### config.mk
export PLATFORM = sky130hd
export DESIGN_NAME = ios_exec
export DESIGN_NICKNAME = d
export VERILOG_FILES = /design/src/hdl/ios_pkg.sv /design/src/hdl/ios_alu_if.sv /design/src/hdl/ios_alu.sv /design/src/hdl/ios_exec.sv
export SDC_FILE = /design/constraint.sdc
export NUM_CORES = 1
export LEC_CHECK = 0
export BUFFER_PORTS_ARGS = -buffer_cell sky130_fd_sc_hd__buf_2
export CORE_AREA = 4 4 85 71
export DETAILED_ROUTE_END_ITERATION = 10
export DIE_AREA = 0 0 89 75
export PLACE_DENSITY = 0.84
export SLEW_MARGIN = 10
export SYNTH_ARGS = -nofsm -noshare
export SYNTH_HDL_FRONTEND = slang
export SYNTH_HIERARCHICAL = 1
export SYNTH_SLANG_ARGS = --single-unit
### constraint.sdc
create_clock -name clk_i -period 4 [get_ports clk_i]
set_input_delay 1.2 -clock clk_i [delete_from_list [all_inputs] [get_ports clk_i]]
set_output_delay 1.2 -clock clk_i [all_outputs]
set_load 0.02 [all_outputs]
### src/hdl/ios_pkg.sv
// shared constants and types for the increment / or / aux-page execution unit
package ios_pkg;

    localparam int unsigned DATA_W     = 8;
    localparam int unsigned REG_ADDR_W = 7;
    localparam int unsigned SFR_ADDR_W = 4;
    localparam int unsigned PC_W       = 11;

    // lowest and highest selectable aux-page special register
    localparam logic [SFR_ADDR_W-1:0] SFR_ADDR_MIN = 4'h5;
    localparam logic [SFR_ADDR_W-1:0] SFR_ADDR_MAX = 4'hf;

    // software interrupt vector loaded into the program counter
    localparam logic [PC_W-1:0] INT_VECTOR = 11'h001;

    // reset values of the state held by this unit
    localparam logic [DATA_W-1:0] ACC_RST  = 8'h00;
    localparam logic              ZERO_RST = 1'b0;

    // destination bit encoding
    localparam logic DEST_ACC = 1'b0;
    localparam logic DEST_REG = 1'b1;

    // cycle counts of the multi-cycle instructions
    localparam int unsigned SKIP_CYCLES = 2;
    localparam int unsigned INT_CYCLES  = 3;

    // operation codes presented by decode
    typedef enum logic [2:0] {
        reg_increment_op       = 3'h0,
        increment_skip_zero_op = 3'h1,
        or_acc_reg_op          = 3'h2,
        or_acc_imm_op          = 3'h3,
        aux_page_read_op       = 3'h4,
        soft_int_op            = 3'h5
    } ios_op_type;

endpackage : ios_pkg
### src/hdl/ios_alu_if.sv
// operand and result bundle between the executer and its datapath
`timescale 1ns/1ns
interface ios_alu_if;
    ios_pkg::ios_op_type                  op;
    logic [ios_pkg::DATA_W-1:0]           accumulator;
    logic [ios_pkg::DATA_W-1:0]           operand;
    logic [ios_pkg::DATA_W-1:0]           imm;
    logic [ios_pkg::SFR_ADDR_W-1:0]       sfr_addr;
    logic                                 dest;
    logic [ios_pkg::DATA_W-1:0]           result;
    logic                                 result_zero;
    logic                                 wr_acc;
    logic                                 wr_reg;
    logic                                 upd_zero;
    logic                                 skip;
    logic                                 legal;

    modport exec (
        output op, accumulator, operand, imm, sfr_addr, dest,
        input  result, result_zero, wr_acc, wr_reg, upd_zero, skip, legal
    );
    modport alu (
        input  op, accumulator, operand, imm, sfr_addr, dest,
        output result, result_zero, wr_acc, wr_reg, upd_zero, skip, legal
    );
endinterface : ios_alu_if

### src/hdl/ios_alu.sv
// combinational datapath: result, zero test and write steering per operation
`timescale 1ns/1ns
module ios_alu (
    ios_alu_if.alu bus
);

    // true when the aux-page select lies inside the readable window
    function automatic logic sfr_in_range(
        input logic [ios_pkg::SFR_ADDR_W-1:0] a
    );
        sfr_in_range = (a >= ios_pkg::SFR_ADDR_MIN) &&
                       (a <= ios_pkg::SFR_ADDR_MAX);
    endfunction : sfr_in_range

    // result and steering; increment wraps 0xff to 0x00 with no carry out
    always_comb
    begin
        bus.result   = bus.accumulator;
        bus.wr_acc   = 1'b0;
        bus.wr_reg   = 1'b0;
        bus.upd_zero = 1'b0;
        bus.legal    = 1'b1;
        case (bus.op)
            ios_pkg::reg_increment_op:
            begin
                bus.result   = 8'(bus.operand + 8'h01);
                bus.wr_acc   = (bus.dest == ios_pkg::DEST_ACC);
                bus.wr_reg   = (bus.dest == ios_pkg::DEST_REG);
                bus.upd_zero = 1'b1;
            end
            ios_pkg::increment_skip_zero_op:
            begin
                bus.result   = 8'(bus.operand + 8'h01);
                bus.wr_acc   = (bus.dest == ios_pkg::DEST_ACC);
                bus.wr_reg   = (bus.dest == ios_pkg::DEST_REG);
            end
            ios_pkg::or_acc_reg_op:
            begin
                bus.result   = bus.accumulator | bus.operand;
                bus.wr_acc   = (bus.dest == ios_pkg::DEST_ACC);
                bus.wr_reg   = (bus.dest == ios_pkg::DEST_REG);
                bus.upd_zero = 1'b1;
            end
            ios_pkg::or_acc_imm_op:
            begin
                bus.result   = bus.accumulator | bus.imm;
                bus.wr_acc   = 1'b1;
                bus.upd_zero = 1'b1;
            end
            ios_pkg::aux_page_read_op:
            begin
                bus.result   = bus.operand;
                bus.legal    = sfr_in_range(bus.sfr_addr);
                bus.wr_acc   = bus.legal;
            end
            ios_pkg::soft_int_op:
            begin
                bus.result   = bus.accumulator;
            end
            default:
            begin
                bus.legal    = 1'b0;
            end
        endcase
    end

    // zero test on the 8-bit result and the skip decision
    assign bus.result_zero = (bus.result == 8'h00);
    assign bus.skip = (bus.op == ios_pkg::increment_skip_zero_op) &&
                      bus.result_zero;

endmodule : ios_alu

### src/hdl/ios_exec.sv
// execution unit for increment, or, aux-page read and software interrupt
//
// Contract
// - increment register, result to acc or register
// - soft interrupt pushes return, vectors 0x001, 3 cycles
// - increment-skip writes per destination, flags kept
// - zero increment-skip result squashes fetched next instruction
// - increment-skip one cycle, two when skipping
// - or with register, per destination, sets zero
// - or with immediate into acc, sets zero
// - aux-page register copied to acc, flags kept
`timescale 1ns/1ns
module ios_exec (
    input  wire logic                               clk_i,
    input  wire logic                               nrst_i,
    input  wire logic                               issue_valid_i,
    input  wire ios_pkg::ios_op_type                op_i,
    input  wire logic [ios_pkg::REG_ADDR_W-1:0]     reg_addr_i,
    input  wire logic                               dest_i,
    input  wire logic [ios_pkg::DATA_W-1:0]         reg_data_i,
    input  wire logic [ios_pkg::DATA_W-1:0]         imm_i,
    input  wire logic [ios_pkg::SFR_ADDR_W-1:0]     sfr_addr_i,
    input  wire logic [ios_pkg::DATA_W-1:0]         sfr_data_i,
    input  wire logic [ios_pkg::PC_W-1:0]           pc_i,
    output logic                                    busy_o,
    output logic                                    done_o,
    output logic                                    illegal_o,
    output logic [ios_pkg::DATA_W-1:0]              acc_o,
    output logic                                    zero_o,
    output logic                                    reg_wr_en_o,
    output logic [ios_pkg::REG_ADDR_W-1:0]          reg_wr_addr_o,
    output logic [ios_pkg::DATA_W-1:0]              reg_wr_data_o,
    output logic                                    squash_o,
    output logic                                    push_o,
    output logic [ios_pkg::PC_W-1:0]                push_data_o,
    output logic                                    pc_load_o,
    output logic [ios_pkg::PC_W-1:0]                pc_load_addr_o
);

    // one-hot sequencer states; idle accepts a new instruction
    typedef enum logic [3:0] {
        ST_IDLE     = 4'h1,
        ST_SKIP_NOP = 4'h2,
        ST_INT_VEC  = 4'h4,
        ST_INT_TAIL = 4'h8
    } ios_state_type;

    ios_state_type                  state;
    ios_state_type                  next_state;
    logic                           take;
    logic                           is_int;
    logic [ios_pkg::PC_W-1:0]       ret_addr;
    ios_alu_if                      alu_bus ();

    // an instruction is taken only while the sequencer is idle
    assign take   = issue_valid_i && (state == ST_IDLE);
    assign is_int = (op_i == ios_pkg::soft_int_op);

    // return address is the instruction after this one
    assign ret_addr = 11'(pc_i + 11'h001);

    // feed the datapath; aux reads reuse the operand lane
    assign alu_bus.op          = op_i;
    assign alu_bus.accumulator = acc_o;
    assign alu_bus.operand     = (op_i == ios_pkg::aux_page_read_op) ?
                                 sfr_data_i : reg_data_i;
    assign alu_bus.imm         = imm_i;
    assign alu_bus.sfr_addr    = sfr_addr_i;
    assign alu_bus.dest        = dest_i;

    ios_alu u_alu (
        .bus (alu_bus.alu)
    );

    // next state of the multi-cycle sequencer
    always_comb
    begin
        next_state = state;
        case (state)
            ST_IDLE:
            begin
                if (take && is_int)
                begin
                    next_state = ST_INT_VEC;
                end
                else if (take && alu_bus.skip)
                begin
                    next_state = ST_SKIP_NOP;
                end
            end
            ST_SKIP_NOP:
            begin
                next_state = ST_IDLE;
            end
            ST_INT_VEC:
            begin
                next_state = ST_INT_TAIL;
            end
            ST_INT_TAIL:
            begin
                next_state = ST_IDLE;
            end
            default:
            begin
                next_state = ST_IDLE;
            end
        endcase
    end

    // sequencer register
    always_ff @(posedge clk_i or negedge nrst_i)
    begin
        if (!nrst_i)
        begin
            state <= ST_IDLE;
        end
        else
        begin
            state <= next_state;
        end
    end

    // busy tells decode to hold its next instruction back
    always_ff @(posedge clk_i or negedge nrst_i)
    begin
        if (!nrst_i)
        begin
            busy_o <= 1'b0;
        end
        else
        begin
            busy_o <= (next_state != ST_IDLE);
        end
    end

    // completion pulse: single-cycle ops at once, others on the last cycle
    always_ff @(posedge clk_i or negedge nrst_i)
    begin
        if (!nrst_i)
        begin
            done_o <= 1'b0;
        end
        else
        begin
            done_o <= (take && !is_int && !alu_bus.skip) ||
                      (state == ST_SKIP_NOP) ||
                      (state == ST_INT_TAIL);
        end
    end

    // illegal aux-page select is reported and otherwise ignored
    always_ff @(posedge clk_i or negedge nrst_i)
    begin
        if (!nrst_i)
        begin
            illegal_o <= 1'b0;
        end
        else
        begin
            illegal_o <= take && !alu_bus.legal;
        end
    end

    // accumulator; the unit owns it so or-ops see the latest value
    always_ff @(posedge clk_i or negedge nrst_i)
    begin
        if (!nrst_i)
        begin
            acc_o <= ios_pkg::ACC_RST;
        end
        else if (take && alu_bus.wr_acc)
        begin
            acc_o <= alu_bus.result;
        end
    end

    // zero flag; skip and aux reads leave it alone
    always_ff @(posedge clk_i or negedge nrst_i)
    begin
        if (!nrst_i)
        begin
            zero_o <= ios_pkg::ZERO_RST;
        end
        else if (take && alu_bus.upd_zero)
        begin
            zero_o <= alu_bus.result_zero;
        end
    end

    // register write-back, one-cycle pulse with address and data
    always_ff @(posedge clk_i or negedge nrst_i)
    begin
        if (!nrst_i)
        begin
            reg_wr_en_o   <= 1'b0;
            reg_wr_addr_o <= 7'h00;
            reg_wr_data_o <= 8'h00;
        end
        else
        begin
            reg_wr_en_o <= take && alu_bus.wr_reg;
            if (take && alu_bus.wr_reg)
            begin
                reg_wr_addr_o <= reg_addr_i;
                reg_wr_data_o <= alu_bus.result;
            end
        end
    end

    // squash the already fetched next instruction on a zero skip
    always_ff @(posedge clk_i or negedge nrst_i)
    begin
        if (!nrst_i)
        begin
            squash_o <= 1'b0;
        end
        else
        begin
            squash_o <= take && alu_bus.skip;
        end
    end

    // stack push comes first, a cycle ahead of the vector load
    always_ff @(posedge clk_i or negedge nrst_i)
    begin
        if (!nrst_i)
        begin
            push_o      <= 1'b0;
            push_data_o <= 11'h000;
        end
        else
        begin
            push_o <= take && is_int;
            if (take && is_int)
            begin
                push_data_o <= ret_addr;
            end
        end
    end

    // vector load in the second interrupt cycle; the third drains fetch
    always_ff @(posedge clk_i or negedge nrst_i)
    begin
        if (!nrst_i)
        begin
            pc_load_o      <= 1'b0;
            pc_load_addr_o <= 11'h000;
        end
        else
        begin
            pc_load_o <= (state == ST_INT_VEC);
            if (state == ST_INT_VEC)
            begin
                pc_load_addr_o <= ios_pkg::INT_VECTOR;
            end
        end
    end

endmodule : ios_exec

==> run summary, run 1 <==
outcome = finished clean
Die X = 89 µm
Power Dens Cells = 494 nW/µm²
area of the die = 6680 µm²
FP Rows = 24
Root Buffer = clkbuf_8
vias = 2233
# clock sinks = 47
CTS Buf Count = 5
RSZ-0062 raised after global routing = no
Period minus WS final = 3880 ps
post-DR wirelength/cell = 15.0 µm
Area Growth Syn to Fin = 25.8%
Layout Nets = 410
diodes inserted = 0
cell taking the most area after synthesis = dfrtp_1
Hold/Removal Path Class = reg2reg
DRT antenna net count = 0
IO buf count = 95
post-CTS sizing = 0
Setup TNS = 0 ps
GRT Util Overall = 0.192
Post-synth EDFFs = 0
placed instance area = 3260 µm²
Max clock buf depth = 2
fin. max-slew vios = 0
Clock Latency Late Sink = 300 ps
Data arrival, critical path = 4120 ps
total power = 1.67 mW
non-filler cells, final = 421
final worst-path setup slack = 118 ps
mapped cell area = 2680 µm²
share of Yosys cell area claimed by the top area cell type = 0.429
DRC marker count from the first detailed-route iteration = 104
top post-synthesis cells by area = dfrtp_1 (43%), mux2_2 (10%), mux2_4 (5.6%), o21ai_0 (3.4%), buf_4 (2.8%)
Clock Pin Slew Worst Setup and Hold Paths = 90 ps
number of I/O pins = 106
Via density = 5.30
DRT Pass-1 Iters = 4
Worst setup EP type = flip-flop
core box area = 5260 µm²
TritonCTS clock tree = done
share of cells above drive strength 1 = 0.466
syn_area_per_cell = 10.8 µm²
vias in the first global route = 2129
Layout Utilization = 0.642
Final HPWL DP = 4930 µm
post-synth cell types = 53
Setup WS pre-CTS = -191 ps
crit path max fanout = 6
initial antenna violation count = 0
Starting Density = 0.510
Static Leakage = 1.73 nW
# DRC = 0
startpoint types = input port
cts hold-fix bufs = 0
Rel. slew slack = 0.332
Hold Fails Final Rpt = 0
Yosys reg bits = 47
CP Data Required Time = 4240 ps
Post-CTS Setup Bufs = 0
first-pass GRT wire length = 10000 µm
Worst Tran Pin Value = 1000 ps
critical path type = in2reg
ys async rst share = 1.00
clk_skew = 9.33 ps
Die Y = 75 µm
top_reg_cell synth = dfrtp_1
CTS H-Tree Depth = 2
largest net degree at the start of global routing = 48
Ys Warns = 6
Max Cap Viol = 0
hold slack = 473 ps
Final Cell Area = 3370 µm²
Post-Syn Instances = 248
post-synthesis sequential area ratio = 0.439
Final setup viols = 0
routability cong. = 0.906
grt total ovfl = 0
Peak VDD IR = 0.395 mV
dpl cells = 413
routed wire length = 6300 µm
Achievable Freq = 0.258 GHz
Tcrit/Tclk final = 0.971
-- where the power goes --
group	leakage [nW]	total, mW	switching, mW	internal (mW)
sequential	0.585	0.675	0.0806	0.595
clock	0.0587	0.351	0.162	0.189
combinational	1.08	0.641	0.356	0.285
total	1.73	1.67	0.598	1.07
-- cells by family after synthesis --
kind of cell,count (synthesis),synth area share
AND/OR/NAND/NOR,72,0.145
flip-flops,47,0.439
AO/OA/AOI/OAI,45,0.115
multiplexers,41,0.184
buffers and inverters,25,0.0583
XOR/XNOR,15,0.0490
adder cells (fa/ha/maj),2,0.00933
other,1,0.00140
-- final cells by class --
type | instances | area (µm²)
clock inverter | 3 | 47.5
sequential | 47 | 1180
clock buffer | 5 | 68.8
multi-input combinational | 185 | 1390
inverter | 7 | 26.3
fill | 429 | 1880
tap | 65 | 81.3
timing repair buffer | 109 | 581
-- layout by cell type, fill, tap and decap left out, drive strengths merged, types with 2 or more instances in the layout --
cell type	n
inv	8
o21ai	20
a22oi	7
nor2b	4
conb	10
buf	109
nand3	10
dfrtp	46
or2	3
nand4	2
xor2	8
a221oi	2
nor3	8
and3	5
xnor2	7
a22o	2
o221ai	3
a21oi	2
mux2	36
ha	2
nand2	18
mux2i	5
nor2	14
clkbuf	5
-- synth_stat cells (all sizes together), types with 2 or more instances --
master	count
xor2	8
ha	2
a221oi	2
o221ai	3
nand4	2
a22o	2
a21oi	2
xnor2	7
nor2	14
and3	5
dfrtp	46
nand2	18
inv	7
nand3	10
clkbuf	3
buf	15
o21ai	20
nor3	8
nor2b	4
mux2i	5
or2	3
a22oi	7
mux2	36
-- worst paths after layout --
path / end / slack [ps] / from / cells past startpoint
min in group asynchronous: push_data_o[6] / 1060 / nrst_i / 1
setup reg to reg: state[0] / 1650 / acc_o[4] / 7
hold / removal: pc_load_addr_o[0] / 470 / pc_load_addr_o[0] / 1
max in group asynchronous: reg_wr_data_o[3] / 2320 / nrst_i / 1
hold reg to reg: pc_load_addr_o[0] / 470 / pc_load_addr_o[0] / 1
setup / recovery: state[0] / 120 / op_i[1] / 12
-- worst max-delay path, cell delays in order --
cell and delay [ps]:
buf_2 120, nor3b_4 260, mux2_2 420, ha_1 240, nand3_1 110, xnor2_1 70, a22oi_1 170, o21ai_0 170
or4b_4 550, nor4_2 320, o21ai_0 170, a211o_1 310
-- routing by layer --
layer | GRT usage | wire [µm] | up-vias
met2 | 0.306 | 3040 | 79
li1 | - | - | 1096
met4 | 0.0512 | 85 | 0
met3 | 0.0372 | 413 | 11
met1 | 0.271 | 2760 | 1047
met5 | 0 | 0 | -
-- sequential cells by signal, summed over array words and instances (netlist names), 4 cells and up --
signal         cells
acc_o              8
push_data_o       11
reg_wr_addr_o      7
reg_wr_data_o      8
state              4
Power figures use the tool's default switching activity.
==> inputs of run 2 (changes only) <==
--- a/config.mk
+++ b/config.mk
@@ -9,7 +9,9 @@
 export CORE_AREA = 4 4 85 71
 export DETAILED_ROUTE_END_ITERATION = 10
 export DIE_AREA = 0 0 89 75
+export GPL_TIMING_DRIVEN = 0
 export PLACE_DENSITY = 0.84
+export RECOVER_POWER = 100
 export SLEW_MARGIN = 10
 export SYNTH_ARGS = -nofsm -noshare
 export SYNTH_HDL_FRONTEND = slang
==> run summary, run 2 (synthesis gave the netlist of run 1 again) <==
Combinational Power Share = 0.363 (was 0.384)
Final HPWL DP = 5060 µm (was 4930 µm)
Die X = 89 µm (unchanged)
Layout Utilization = 0.641 (was 0.642)
CP Data Required Time = 4230 ps (was 4240 ps)
largest net degree at the start of global routing = 48 (unchanged)
fillcell total = 482 (was 429)
worst-case reg-to-reg path depth = 7 (unchanged)
slowest stage delay, CP = 550 ps (about the same)
vias = 2316 (was 2233)
crit path max fanout = 8 (was 6)
Seq. cell area = 1180 µm² (unchanged)
Data arrival, critical path = 4100 ps (was 4120 ps)
Worst Tran Pin Value = 2410 ps (was 1000 ps)
routability cong. = 0.877 (was 0.906)
CTS Buf Count = 5 (unchanged)
Biggest register = push_data_o (unchanged)
Final setup viols = 0 (unchanged)
GRT Util Overall = 0.193 (was 0.192)
Flop pwr share = 0.420 (was 0.405)
Clock Latency Late Sink = 310 ps (was 300 ps)
dpl cells = 417 (was 413)
Pint = 1.01 mW (was 1.07 mW)
non-filler cells, final = 431 (was 421)
Static Leakage = 1.59 nW (was 1.73 nW)
Peak VDD IR = 0.376 mV (was 0.395 mV)
Setup WS pre-CTS = -664 ps (was -191 ps)
grt total ovfl = 0 (unchanged)
Reg-to-Reg Start = acc_o[4] (unchanged)
number of I/O pins = 106 (unchanged)
Buf/Inv on CP = 1 (unchanged)
area of the die = 6680 µm² (unchanged)
Period minus WS final = 3870 ps (was 3880 ps)
crit path to = state[0] (unchanged)
DRC marker count from the first detailed-route iteration = 112 (was 104)
DRT antenna net count = 0 (unchanged)
max reg flops = 11 (unchanged)
IO buf count = 95 (unchanged)
Worst R2R End = state[0] (unchanged)
routed wire length = 6490 µm (was 6300 µm)
DRT Pass-1 Iters = 6 (was 4)
biggest regs = push_data_o (11), acc_o (8), reg_wr_data_o (8) (unchanged)
share of cells above drive strength 1 = 0.322 (was 0.466)
Net Switching = 609 µW (was 598 µW)
Rel. slew slack = -0.605 (was 0.332)
hold slack = 488 ps (was 473 ps)
Setup TNS = 0 ps (unchanged)
area of the multi-input gates = 1380 µm² (was 1390 µm²)
commonest non-fill, non-tap cell in the layout = buf_2 (unchanged)
Layout Nets = 420 (was 410)
Max Cap Viol = 1 (was 0)
Clock Pin Slew Worst Setup and Hold Paths = 90 ps (about the same)
slowest CP cell = or4b_4 (unchanged)
failing checks = max-capacitance violations, max-slew violations
Worst path depth = 12 (unchanged)
final worst-path setup slack = 132 ps (was 118 ps)
FP Rows = 24 (unchanged)
Achievable Freq = 0.259 GHz (was 0.258 GHz)
critical-path cell list = buf_2, nor3b_4, mux2_4, ha_2, nand3_1, xnor2_1, a22oi_1, o21ai_2, or4b_4, nor4_4, o21ai_1, a211o_1 (was buf_2, nor3b_4, mux2_2, ha_1, nand3_1, xnor2_1, a22oi_1, o21ai_0, or4b_4, nor4_2, o21ai_0, a211o_1)
critical path type = in2reg (unchanged)
RSZ-0062 raised after global routing = no (unchanged)
r2r setup slk = 1650 ps (about the same)
Crit. Startpoint = op_i[2] (was op_i[1])
Tcrit/Tclk final = 0.967 (was 0.971)
Worst setup EP type = flip-flop (unchanged)
Hold/Removal Path Class = reg2reg (unchanged)
Via density = 5.37 (was 5.30)
vias in the first global route = 2134 (was 2129)
Max clock buf depth = 2 (unchanged)
core box area = 5260 µm² (unchanged)
Die Y = 75 µm (unchanged)
fin. max-slew vios = 48 (was 0)
# DRC = 0 (unchanged)
clk_skew = 10.7 ps (was 9.33 ps)
TritonCTS clock tree = done (unchanged)
initial antenna violation count = 0 (unchanged)
critical path's top delay family = simple AND/OR/NAND/NOR gates (unchanged)
Starting Density = 0.510 (unchanged)
Hold Fails Final Rpt = 0 (unchanged)
# clock sinks = 47 (unchanged)
startpoint types = input port (unchanged)
post-DR wirelength/cell = 15.1 µm (was 15.0 µm)
diodes inserted = 0 (unchanged)
clock network fraction of design power = 0.217 (was 0.211)
switch share = 0.375 (was 0.359)
Area Growth Syn to Fin = 25.5% (was 25.8%)
CTS H-Tree Depth = 2 (unchanged)
most frequent cells in the layout = buf_2 (52), clkbuf_1 (49), dfrtp_1 (46) (was buf_2 (95), dfrtp_1 (46), mux2_2 (24))
Power Dens Cells = 482 nW/µm² (was 494 nW/µm²)
Root Buffer = clkbuf_8 (unchanged)
outcome = complete, but fails checks (was finished clean)
first-pass GRT wire length = 9920 µm (was 10000 µm)
cts hold-fix bufs = 0 (unchanged)
## run 2: cell count changes in the layout (fill, tap and decap cells not counted), moves of 2 or more
cell      before  now
buf_2         95   52
nand2_1       16   18
mux2_1         1    7
buf_6          0    2
mux2_4        11    6
inv_1          5    7
clkbuf_1       0   49
inv_2          2    0
o21ai_0       18   16
## run 2: worst reg2reg max path: stages (launching register included)
cell and delay [ps]:
dfrtp_1 410, a22o_1 250, a22oi_1 200, o21ai_2 130, or4b_4 550, nor4_4 300
o21ai_1 130, a211o_1 310
## run 2: per-stage QoR
step	cell area, µm²	power [mW]
after floorplan	2730	1.08
after global placement	3280	1.28
after detailed placement	3280	1.31
after CTS	3430	1.67
after global routing	3370	1.72
final	3370	1.62
## run 2: how the worst min path moves through the flow
stage | from | endpoint | slack (ps) | depth (start not counted)
after detailed placement | push_data_o[9] | push_data_o[9] | 470 | 2
after global routing | pc_load_addr_o[0] | pc_load_addr_o[0] | 510 | 1
after CTS | push_data_o[9] | push_data_o[9] | 490 | 2
final | pc_load_addr_o[0] | pc_load_addr_o[0] | 490 | 1
after global placement | push_data_o[6] | push_data_o[6] | 460 | 2
after floorplan | state[2] | done_o | 450 | 1
## run 2: per-layer routing
layer / vias up / wire (µm) / track usage
li1: 1102 / - / -
met2: 94 / 3080 / 0.304
met4: 0 / 169 / 0.0909
met1: 1104 / 2730 / 0.255
met3: 16 / 504 / 0.0416
met5: - / 0 / 0
## run 2: area by class of cell
cell class,count,area share
Tap cell,65,0.0242
Clock inverter,3,0.0141
Multi-Input combinational cell,185,0.410
Sequential cell,47,0.350
Inverter,7,0.00780
Timing Repair Buffer,101,0.138
Clock buffer,5,0.0204
Buffer,18,0.0360
## run 2: repair_timing
action,CTS,global route
pin swaps,0,1
hold endpoints to repair,0,0
setup endpoints to repair,5,4
resized for setup,3,3
setup buffers,2,4
## run 2: power by group through the flow
| stage | Combinational (mW) | Sequential [mW] | Clock [mW] |
|---|---|---|---|
| after floorplan | 0.253 | 0.825 | 0 |
| after global placement | 0.606 | 0.679 | 0 |
| after detailed placement | 0.622 | 0.687 | 0 |
| after CTS | 0.628 | 0.679 | 0.363 |
| after global routing | 0.636 | 0.700 | 0.383 |
| final | 0.589 | 0.682 | 0.352 |
